$ cat src/common/timer_cfg.svh
`ifndef TIMER_CFG_SVH
`define TIMER_CFG_SVH
// Behaviour
// - Tick from internal prescaler or external pin
// - No clock selected: counter holds its value
// - Count value zero flags BOTTOM
// - Count value all ones flags MAX
// - TOP is fixed value or capture register
// - 16-bit registers reached as two bytes
// - One shared temporary high-byte register
// - Low-byte write loads temp and low together (capture only while it is TOP)
// - Low-byte read copies high byte to temp
// - One temp write serves several low writes
// - Control registers take single byte accesses
// - Overflow and capture flags in flag register
// - Each request gated by its mask bit
// - Capture edge copies counter to capture register unless capture register is TOP
// - Noise canceler filters capture input spikes
// - Select 7 rising, 6 falling external edges
// - Capture flag sets with the capture copy
// - Counter write beats clear and count

// ----------------------------------------------------------------------
// Register map
// ----------------------------------------------------------------------
`define ADDR_W 6
`define OFF_CNT_LO 6'h00
`define OFF_CNT_HI 6'h04
`define OFF_CAP_LO 6'h08
`define OFF_CAP_HI 6'h0C
`define OFF_CTRL_A 6'h10
`define OFF_CTRL_B 6'h14
`define OFF_FLAG 6'h18
`define OFF_MASK 6'h1C
`define OFF_POWER 6'h20

// ----------------------------------------------------------------------
// Fields and values
// ----------------------------------------------------------------------
`define CS_LO 0
`define CS_HI 2
`define TOP_CAP_BIT 4
`define CAP_RISE_BIT 6
`define NC_EN_BIT 7
`define TOP_SEL_LO 0
`define TOP_SEL_HI 1
`define OVF_BIT 0
`define CAP_BIT 1
`define PWR_BIT 0
`define CS_STOP 3'h0
`define CS_DIV1 3'h1
`define CS_DIV8 3'h2
`define CS_DIV64 3'h3
`define CS_DIV256 3'h4
`define CS_DIV1024 3'h5
`define CS_EXT_FALL 3'h6
`define CS_EXT_RISE 3'h7
`define TOP_SEL_MAX 2'h0
`define TOP_SEL_8 2'h1
`define TOP_SEL_9 2'h2
`define TOP_SEL_10 2'h3
`define CNT_BOTTOM 16'h0000
`define CNT_MAX 16'hFFFF
`define TOP_8 16'h00FF
`define TOP_9 16'h01FF
`define TOP_10 16'h03FF
`define RESP_OKAY 2'h0
`define RESP_SLVERR 2'h2

// ----------------------------------------------------------------------
// Timing
// ----------------------------------------------------------------------
`define PRE_W 10
`define PRE_MASK1 10'h000
`define PRE_MASK8 10'h007
`define PRE_MASK64 10'h03F
`define PRE_MASK256 10'h0FF
`define PRE_MASK1024 10'h3FF
`define NC_DEPTH 4
`endif

$ cat src/common/timer_pkg.sv
`include "timer_cfg.svh"
package timer_pkg;
	typedef logic [`ADDR_W-1:0] addr_t;
	typedef logic [7:0] byte_t;

	typedef struct packed {
		logic [15:0] count;
		logic [15:0] capture;
		byte_t temp;
		byte_t ctrl_a;
		byte_t ctrl_b;
		logic ovf_flag;
		logic cap_flag;
		logic ovf_mask;
		logic cap_mask;
		logic pwr_off;
		logic [`PRE_W-1:0] presc;
		logic aw_have;
		addr_t aw_addr;
		logic w_have;
		byte_t w_data;
		logic w_strb0;
		logic bvalid;
		logic [1:0] bresp;
		logic rvalid;
		byte_t rdata;
		logic [1:0] rresp;
		logic at_bottom;
		logic at_max;
		logic at_top;
		logic tick;
	} core_state_t;

	typedef struct packed {
		logic cap_s;
		logic [`NC_DEPTH-1:0] hist;
		logic cap_lvl;
		logic ext_s;
		logic ext_prev;
		logic cap_ev;
		logic ext_tick;
	} cond_state_t;
endpackage: timer_pkg

$ cat src/common/cond_if.sv
`timescale 1ns/1ns
interface cond_if;
	logic cap_pin;
	logic ext_pin;
	logic cap_rise;
	logic nc_en;
	logic [2:0] cs;
	logic cap_ev;
	logic ext_tick;

	modport core (
		output cap_pin, ext_pin, cap_rise, nc_en, cs,
		input cap_ev, ext_tick
	);
	modport cond (
		input cap_pin, ext_pin, cap_rise, nc_en, cs,
		output cap_ev, ext_tick
	);
endinterface: cond_if

$ cat src/logic/pin_conditioner.sv
`timescale 1ns/1ns
`include "timer_cfg.svh"

module pin_conditioner (
	// Clock, reset and enable
	input wire logic clk,
	input wire logic rst,
	input wire logic ce,
	// Pin events
	cond_if.cond io
);
	import timer_pkg::*;

	cond_state_t q;
	cond_state_t d;

	// ------------------------------------------------------------------
	// Filter and edge detection
	// ------------------------------------------------------------------
	always_comb begin
		d = q;
		d.cap_s = io.cap_pin;
		d.hist = {q.hist[`NC_DEPTH-2:0], q.cap_s};
		if (io.nc_en) begin
			if (&d.hist)
				d.cap_lvl = 1'b1;
			else if (~|d.hist)
				d.cap_lvl = 1'b0;
		end else begin
			d.cap_lvl = q.cap_s;
		end
		if (io.cap_rise)
			d.cap_ev = d.cap_lvl & ~q.cap_lvl;
		else
			d.cap_ev = ~d.cap_lvl & q.cap_lvl;
		d.ext_s = io.ext_pin;
		d.ext_prev = q.ext_s;
		if (io.cs == `CS_EXT_RISE)
			d.ext_tick = q.ext_s & ~q.ext_prev;
		else if (io.cs == `CS_EXT_FALL)
			d.ext_tick = ~q.ext_s & q.ext_prev;
		else
			d.ext_tick = 1'b0;
	end

	always_ff @(posedge clk) begin
		if (rst)
			q <= '0;
		else if (ce)
			q <= d;
	end

	assign io.cap_ev = q.cap_ev;
	assign io.ext_tick = q.ext_tick;
endmodule: pin_conditioner

$ cat src/logic/timer16_core.sv
// Implementation choices: the address map and register access over AXI4-Lite.
`timescale 1ns/1ns
`include "timer_cfg.svh"

module timer16_core (
	// Clock, reset and enable
	input wire logic REF_CLK,
	input wire logic RESET,
	input wire logic CLK_EN,
	// Write address channel
	input wire timer_pkg::addr_t S_AXI_AWADDR,
	input wire logic S_AXI_AWVALID,
	output logic S_AXI_AWREADY,
	// Write data channel
	input wire logic [31:0] S_AXI_WDATA,
	input wire logic [3:0] S_AXI_WSTRB,
	input wire logic S_AXI_WVALID,
	output logic S_AXI_WREADY,
	// Write response channel
	output logic [1:0] S_AXI_BRESP,
	output logic S_AXI_BVALID,
	input wire logic S_AXI_BREADY,
	// Read address channel
	input wire timer_pkg::addr_t S_AXI_ARADDR,
	input wire logic S_AXI_ARVALID,
	output logic S_AXI_ARREADY,
	// Read data channel
	output logic [31:0] S_AXI_RDATA,
	output logic [1:0] S_AXI_RRESP,
	output logic S_AXI_RVALID,
	input wire logic S_AXI_RREADY,
	// Timer pins
	input wire logic CAPTURE_INPUT_PIN,
	input wire logic EXT_COUNT_CLOCK_PIN,
	// Counter status
	output logic TIMER_TICK,
	output logic COUNT_AT_BOTTOM,
	output logic COUNT_AT_MAX,
	output logic COUNT_AT_TOP,
	// Interrupt requests
	output logic IRQ_OVERFLOW,
	output logic IRQ_CAPTURE
);
	import timer_pkg::*;

	core_state_t q;
	core_state_t d;
	logic [2:0] cs;
	logic run;
	logic tick;
	logic topcap;
	logic wr_go;
	logic rd_go;
	logic wr_ok;
	logic rd_ok;
	logic cnt_lo_wr;
	logic temp_wr;
	logic cap_go;
	logic ovf_set;
	logic ovf_clr;
	logic cap_clr;
	logic [15:0] top;
	logic [`PRE_W-1:0] pmask;
	byte_t rd_val;

	cond_if io ();

	pin_conditioner u_cond (
		.clk(REF_CLK),
		.rst(RESET),
		.ce(CLK_EN),
		.io(io)
	);

	// ------------------------------------------------------------------
	// Pin conditioner configuration
	// ------------------------------------------------------------------
	assign io.cap_pin = CAPTURE_INPUT_PIN;
	assign io.ext_pin = EXT_COUNT_CLOCK_PIN;
	assign io.cap_rise = q.ctrl_b[`CAP_RISE_BIT];
	assign io.nc_en = q.ctrl_b[`NC_EN_BIT];
	assign io.cs = q.ctrl_b[`CS_HI:`CS_LO];

	// ------------------------------------------------------------------
	// Bus handshakes
	// ------------------------------------------------------------------
	assign S_AXI_AWREADY = CLK_EN & ~q.aw_have & ~q.bvalid;
	assign S_AXI_WREADY = CLK_EN & ~q.w_have & ~q.bvalid;
	assign S_AXI_ARREADY = CLK_EN & ~q.rvalid;
	assign S_AXI_BVALID = q.bvalid;
	assign S_AXI_BRESP = q.bresp;
	assign S_AXI_RVALID = q.rvalid;
	assign S_AXI_RRESP = q.rresp;
	assign S_AXI_RDATA = {24'h000000, q.rdata};

	// ------------------------------------------------------------------
	// Status outputs
	// ------------------------------------------------------------------
	assign TIMER_TICK = q.tick;
	assign COUNT_AT_BOTTOM = q.at_bottom;
	assign COUNT_AT_MAX = q.at_max;
	assign COUNT_AT_TOP = q.at_top;
	assign IRQ_OVERFLOW = q.ovf_flag & q.ovf_mask;
	assign IRQ_CAPTURE = q.cap_flag & q.cap_mask;

	// ------------------------------------------------------------------
	// Next state
	// ------------------------------------------------------------------
	always_comb begin
		d = q;
		cs = q.ctrl_b[`CS_HI:`CS_LO];
		topcap = q.ctrl_b[`TOP_CAP_BIT];
		run = ~q.pwr_off;
		wr_go = q.aw_have & q.w_have & ~q.bvalid;
		rd_go = S_AXI_ARVALID & ~q.rvalid;
		cnt_lo_wr = wr_go & q.w_strb0 & (q.aw_addr == `OFF_CNT_LO);
		temp_wr = wr_go & q.w_strb0
			& ((q.aw_addr == `OFF_CNT_HI) | (q.aw_addr == `OFF_CAP_HI));
		cap_go = io.cap_ev & run & ~topcap;
		ovf_set = 1'b0;
		ovf_clr = 1'b0;
		cap_clr = 1'b0;
		wr_ok = 1'b1;

		if (topcap) begin
			top = q.capture;
		end else begin
			unique case (q.ctrl_a[`TOP_SEL_HI:`TOP_SEL_LO])
				`TOP_SEL_MAX: top = `CNT_MAX;
				`TOP_SEL_8: top = `TOP_8;
				`TOP_SEL_9: top = `TOP_9;
				`TOP_SEL_10: top = `TOP_10;
			endcase
		end

		unique case (cs)
			`CS_DIV8: pmask = `PRE_MASK8;
			`CS_DIV64: pmask = `PRE_MASK64;
			`CS_DIV256: pmask = `PRE_MASK256;
			`CS_DIV1024: pmask = `PRE_MASK1024;
			default: pmask = `PRE_MASK1;
		endcase

		if (run && cs >= `CS_DIV1 && cs <= `CS_DIV1024) begin
			tick = (q.presc & pmask) == pmask;
			d.presc = q.presc + 1'b1;
		end else begin
			tick = run & (cs == `CS_EXT_FALL || cs == `CS_EXT_RISE)
				& io.ext_tick;
			d.presc = '0;
		end
		d.tick = tick;

		if (tick) begin
			if (q.count == top || q.count == `CNT_MAX) begin
				d.count = `CNT_BOTTOM;
				ovf_set = 1'b1;
			end else begin
				d.count = q.count + 16'h0001;
			end
		end

		if (cap_go)
			d.capture = q.count;

		if (S_AXI_AWVALID && S_AXI_AWREADY) begin
			d.aw_have = 1'b1;
			d.aw_addr = S_AXI_AWADDR;
		end
		if (S_AXI_WVALID && S_AXI_WREADY) begin
			d.w_have = 1'b1;
			d.w_data = S_AXI_WDATA[7:0];
			d.w_strb0 = S_AXI_WSTRB[0];
		end
		if (q.bvalid && S_AXI_BREADY)
			d.bvalid = 1'b0;
		if (q.rvalid && S_AXI_RREADY)
			d.rvalid = 1'b0;

		rd_val = '0;
		rd_ok = 1'b1;
		unique case (S_AXI_ARADDR)
			`OFF_CNT_LO: rd_val = q.count[7:0];
			`OFF_CNT_HI: rd_val = q.temp;
			`OFF_CAP_LO: rd_val = q.capture[7:0];
			`OFF_CAP_HI: rd_val = q.temp;
			`OFF_CTRL_A: rd_val = q.ctrl_a;
			`OFF_CTRL_B: rd_val = q.ctrl_b;
			`OFF_FLAG: begin
				rd_val[`OVF_BIT] = q.ovf_flag;
				rd_val[`CAP_BIT] = q.cap_flag;
			end
			`OFF_MASK: begin
				rd_val[`OVF_BIT] = q.ovf_mask;
				rd_val[`CAP_BIT] = q.cap_mask;
			end
			`OFF_POWER: rd_val[`PWR_BIT] = q.pwr_off;
			default: rd_ok = 1'b0;
		endcase
		if (rd_go) begin
			d.rvalid = 1'b1;
			d.rdata = rd_val;
			d.rresp = rd_ok ? `RESP_OKAY : `RESP_SLVERR;
			if (S_AXI_ARADDR == `OFF_CNT_LO)
				d.temp = q.count[15:8];
			else if (S_AXI_ARADDR == `OFF_CAP_LO)
				d.temp = q.capture[15:8];
		end

		if (wr_go) begin
			d.aw_have = 1'b0;
			d.w_have = 1'b0;
			d.bvalid = 1'b1;
			unique case (q.aw_addr)
				`OFF_CNT_LO: if (q.w_strb0) begin
					d.count = {q.temp, q.w_data};
				end
				`OFF_CNT_HI, `OFF_CAP_HI: if (q.w_strb0) begin
					d.temp = q.w_data;
				end
				`OFF_CAP_LO: if (q.w_strb0 && topcap) begin
					d.capture = {q.temp, q.w_data};
				end
				`OFF_CTRL_A: if (q.w_strb0) begin
					d.ctrl_a = q.w_data;
				end
				`OFF_CTRL_B: if (q.w_strb0) begin
					d.ctrl_b = q.w_data;
				end
				`OFF_FLAG: if (q.w_strb0) begin
					ovf_clr = q.w_data[`OVF_BIT];
					cap_clr = q.w_data[`CAP_BIT];
				end
				`OFF_MASK: if (q.w_strb0) begin
					d.ovf_mask = q.w_data[`OVF_BIT];
					d.cap_mask = q.w_data[`CAP_BIT];
				end
				`OFF_POWER: if (q.w_strb0) begin
					d.pwr_off = q.w_data[`PWR_BIT];
				end
				default: wr_ok = 1'b0;
			endcase
			d.bresp = wr_ok ? `RESP_OKAY : `RESP_SLVERR;
		end

		d.ovf_flag = (q.ovf_flag & ~ovf_clr) | ovf_set;
		d.cap_flag = (q.cap_flag & ~cap_clr) | cap_go;

		d.at_bottom = d.count == `CNT_BOTTOM;
		d.at_max = d.count == `CNT_MAX;
		d.at_top = d.count == top;
	end

	always_ff @(posedge REF_CLK) begin
		if (RESET) begin
			q <= '0;
			q.pwr_off <= 1'b1;
			q.at_bottom <= 1'b1;
		end else if (CLK_EN) begin
			q <= d;
		end
	end
endmodule: timer16_core

$ cat config.mk
export PLATFORM = sky130hd
export DESIGN_NAME = timer16_core
export DESIGN_NICKNAME = d
export VERILOG_FILES = /design/src/common/timer_pkg.sv /design/src/common/cond_if.sv /design/src/logic/pin_conditioner.sv /design/src/logic/timer16_core.sv
export VERILOG_INCLUDE_DIRS = /design/src /design/src/common
export SDC_FILE = /design/constraint.sdc
export NUM_CORES = 1
export LEC_CHECK = 0
export ABC_AREA = 1
export BUFFER_PORTS_ARGS = -buffer_cell sky130_fd_sc_hd__buf_2
export CORE_ASPECT_RATIO = 1.25
export CORE_UTILIZATION = 45
export DETAILED_ROUTE_END_ITERATION = 8
export PLACE_DENSITY = 0.65
export SYNTH_ARGS = -nofsm -noshare
export SYNTH_HDL_FRONTEND = slang
export SYNTH_SLANG_ARGS = --single-unit
$ cat constraint.sdc
create_clock -name REF_CLK -period 2.8 [get_ports REF_CLK]
set_clock_uncertainty 0.2 [all_clocks]
set_input_delay 0.56 -clock REF_CLK [delete_from_list [all_inputs] [get_ports REF_CLK]]
set_output_delay 0.56 -clock REF_CLK [all_outputs]
set_load 0.01 [all_outputs]
==> results.txt <==
Outcome = finished clean
Pins Over Slew Limit = 0
Worst-path clk slew = 50 ps
Hold depth = 3
Worst Hold Endpoint = u_cond.d[5]
Critical path class = flop to flop
Commonest non-fill, non-tap cell in the layout = nand2_1
Post-synthesis sequential area ratio = 32.03%
Netlist cell types = 49
Placed instance count = 1370
Clock buffer depth = 2
PwrDens = 510.8 nW/µm²
#FFs+latches synth = 113
DRT Wirelength = 23.68 mm
Layout cells sized above 1 = 18.54%
Vias in the first global route = 6964
Die width = 114.0 µm
Highest Clock Rate = 0.3688 GHz
RSZ-0062 raised after global routing = yes
Slew margin rel. = 55.57%
Metal-1 WL = 9.209 mm
Yosys top cell area share = 32.03%
Routed Antenna Nets = 0
Number of top-level pins = 105
Core area = 15140 µm²
Fillers = 1541
Crit Reg-Reg Endpoint = COUNT_AT_TOP
Routed vias/inst = 5.499
Initial Utilization = 46.64%
IO buf count = 51
Worst EP required = 2950 ps
Vias = 7787
Worst-path fanout max = 13
Num rows = 50
Reg-to-reg startpoint = q[54]
Dpl ws = 35.12 ps
Total power = 4.403 mW
Most frequent cells in the layout = 214 x nand2_1, 126 x inv_1, 121 x o21ai_0
Fin cells = 1416
Synth warn = 0
Period utilization = 96.85%
Synth area leader = dfxtp_1
GPL Wtd Cong = 0.9588
H-Tree Depth = 4
Met3 Wirelength = 1.830 mm
Initial antenna violation count = 0
Largest net degree at the start of global routing = 37
Mapped cell area = 7062 µm²
Path depth of the worst reg2reg path = 22
CTS Buf Count = 17
Tmin final = 2712 ps
R2R Setup Slk = 90 ps
DR WL/cell = 16.72 µm
Worst-skew pair later-pin latency = 420 ps
Hold wc startpoint = CAPTURE_INPUT_PIN
Element type at the critical path start = flop
Cells taking the most area after synthesis = dfxtp_1 32%, nand2_1 12%, o21ai_0 8.7%
Max layer used = met4
Die area = 16200 µm²
Syn-to-layout area delta = 22.06%
Clk root buf = clkbuf_16
First-pass GRT wire length = 35.85 mm
Cell count after synthesis = 1105
Global route overflow = 0
Overall routing resource usage = 29.17%
Peak VDD IR = 0.4186 mV
DRC viols = 0
Detailed Route Iter0 Violations = 652
Hold Crit Class = input pin to flop
Final HPWL DP = 16.75 mm
CTS tree = yes
Leak = 3.851 nW
CP arrival = 2870 ps
DR pass1 iterations = 6
Final hold vios = 0
Net count, final = 1261
Max Cap Viol = 0
Final setup fails = 0
Clk sinks = 113
CP endpoint kind = flop
Met2 WL = 11.57 mm
Worst-Margin Slew = 664.0 ps
Count of inserted antenna diode cells = 0
Die Span Y = 142.1 µm
Syn avg cell area = 6.391 µm²
Post-route setup slack = 88.31 ps
[registers in the layout, indices dropped and copies added, names as in the netlist, 2 cells and up]
signal and cells:
q 83, S_AXI_RDATA 8, u_cond.d 5, cs 3, u_cond.q 2
[routing by layer]
layer  up-vias  global-route usage [%]
met5         -                       0
met3        70                   5.281
met4         0                   16.40
met2       361                   50.30
li1       3784                       -
met1      3572                   33.86
[worst max-delay path: stages, from the launching register on]
cell,delay [ps]
dfxtp_4,390
buf_12,170
inv_16,70
nand2_8,110
buf_4,120
nand3_1,50
nand2_1,80
nand2_1,50
nor2_1,130
nand3_2,130
nand2_4,130
nand2_8,90
nand2_1,70
nand2_1,60
nand2_2,70
nand2_2,50
nand2_1,60
nand2_1,50
nor2_1,120
nand2_1,110
nor2_1,110
nand2_1,80
a21oi_2,110
[where the power goes]
group / leakage, nW / switching [mW] / internal (mW)
clock network: 0.291 / 0.824 / 1.40
registers: 0.924 / 0.0653 / 1.66
logic: 2.64 / 0.292 / 0.161
total: 3.85 / 1.18 / 3.22
[per-stage QoR]
stage	area [µm²]	setup TNS, ps	util (%)	hold slack [ps]
after floorplan	7156	0	-	229.7
after global placement	7651	0	50.54	238.5
after detailed placement	7651	0	50.54	243.8
after CTS	8245	0	54.46	158.6
after global routing	8620	-172.2	56.93	197.4
final	8620	0	56.93	166.8
[kinds of logic (layout without fill, tap and decap cells)]
group	Yosys count	in the layout	share of synthesized area (%)
and+or+nand+nor	480	482	29.66
AOI/OAI and AO/OA	280	280	21.69
buffers and inverters	217	293	14.40
DFF	113	113	32.03
adders and majority gates	8	8	1.417
xor gates and xnor gates	6	6	0.7441
other	1	26	0.05310
[worst max path at each step]
stage | startpoint | endpoint | slack (ps)
2_1_floorplan | cs[1] | COUNT_AT_TOP | 430
3_3_place_gp | q[58] | COUNT_AT_BOTTOM | 90
3_5_place_dp | q[58] | COUNT_AT_BOTTOM | 40
4_1_cts | q[58] | COUNT_AT_BOTTOM | 30
5_1_grt | cs[2] | COUNT_AT_TOP | -90
6_report | q[54] | COUNT_AT_TOP | 90
[synthesized netlist by cell type (all sizes together)]
cell,instances
nor3,12
nand3,73
o21ai,125
o311ai,1
a32oi,1
a22oi,2
xnor2,1
nor2,124
clkinv,2
o211ai,5
conb,1
ha,8
nor3b,2
o41ai,2
buf,48
o31ai,2
o22ai,15
inv,137
nand3b,7
nand4,14
or2,3
nor4,4
a31oi,20
o221ai,1
xor2,5
a21oi,94
nand2,241
clkbuf,30
o21bai,6
a221oi,6
dfxtp,113
[repair_timing]
item / CTS / global route
resized for setup: 0 / 65
endpoints found under the setup margin: 0 / 7
hold buffers: 0 / 0
buffers inserted: 0 / 11
endpoints found under the hold margin: 0 / 0
[final cells by class]
type / count / area, µm² / area share (%)
clock buffers: 19 / 432.9 / 5.022
clock inverters: 13 / 161.4 / 1.873
inverters: 139 / 554.3 / 6.431
multi-input cells: 802 / 4074 / 47.26
flip-flops and latches: 113 / 2273 / 26.38
well taps: 208 / 260.3 / 3.019
repair buffers: 122 / 863.3 / 10.02
No activity file was read; power rests on OpenSTA's default activity.
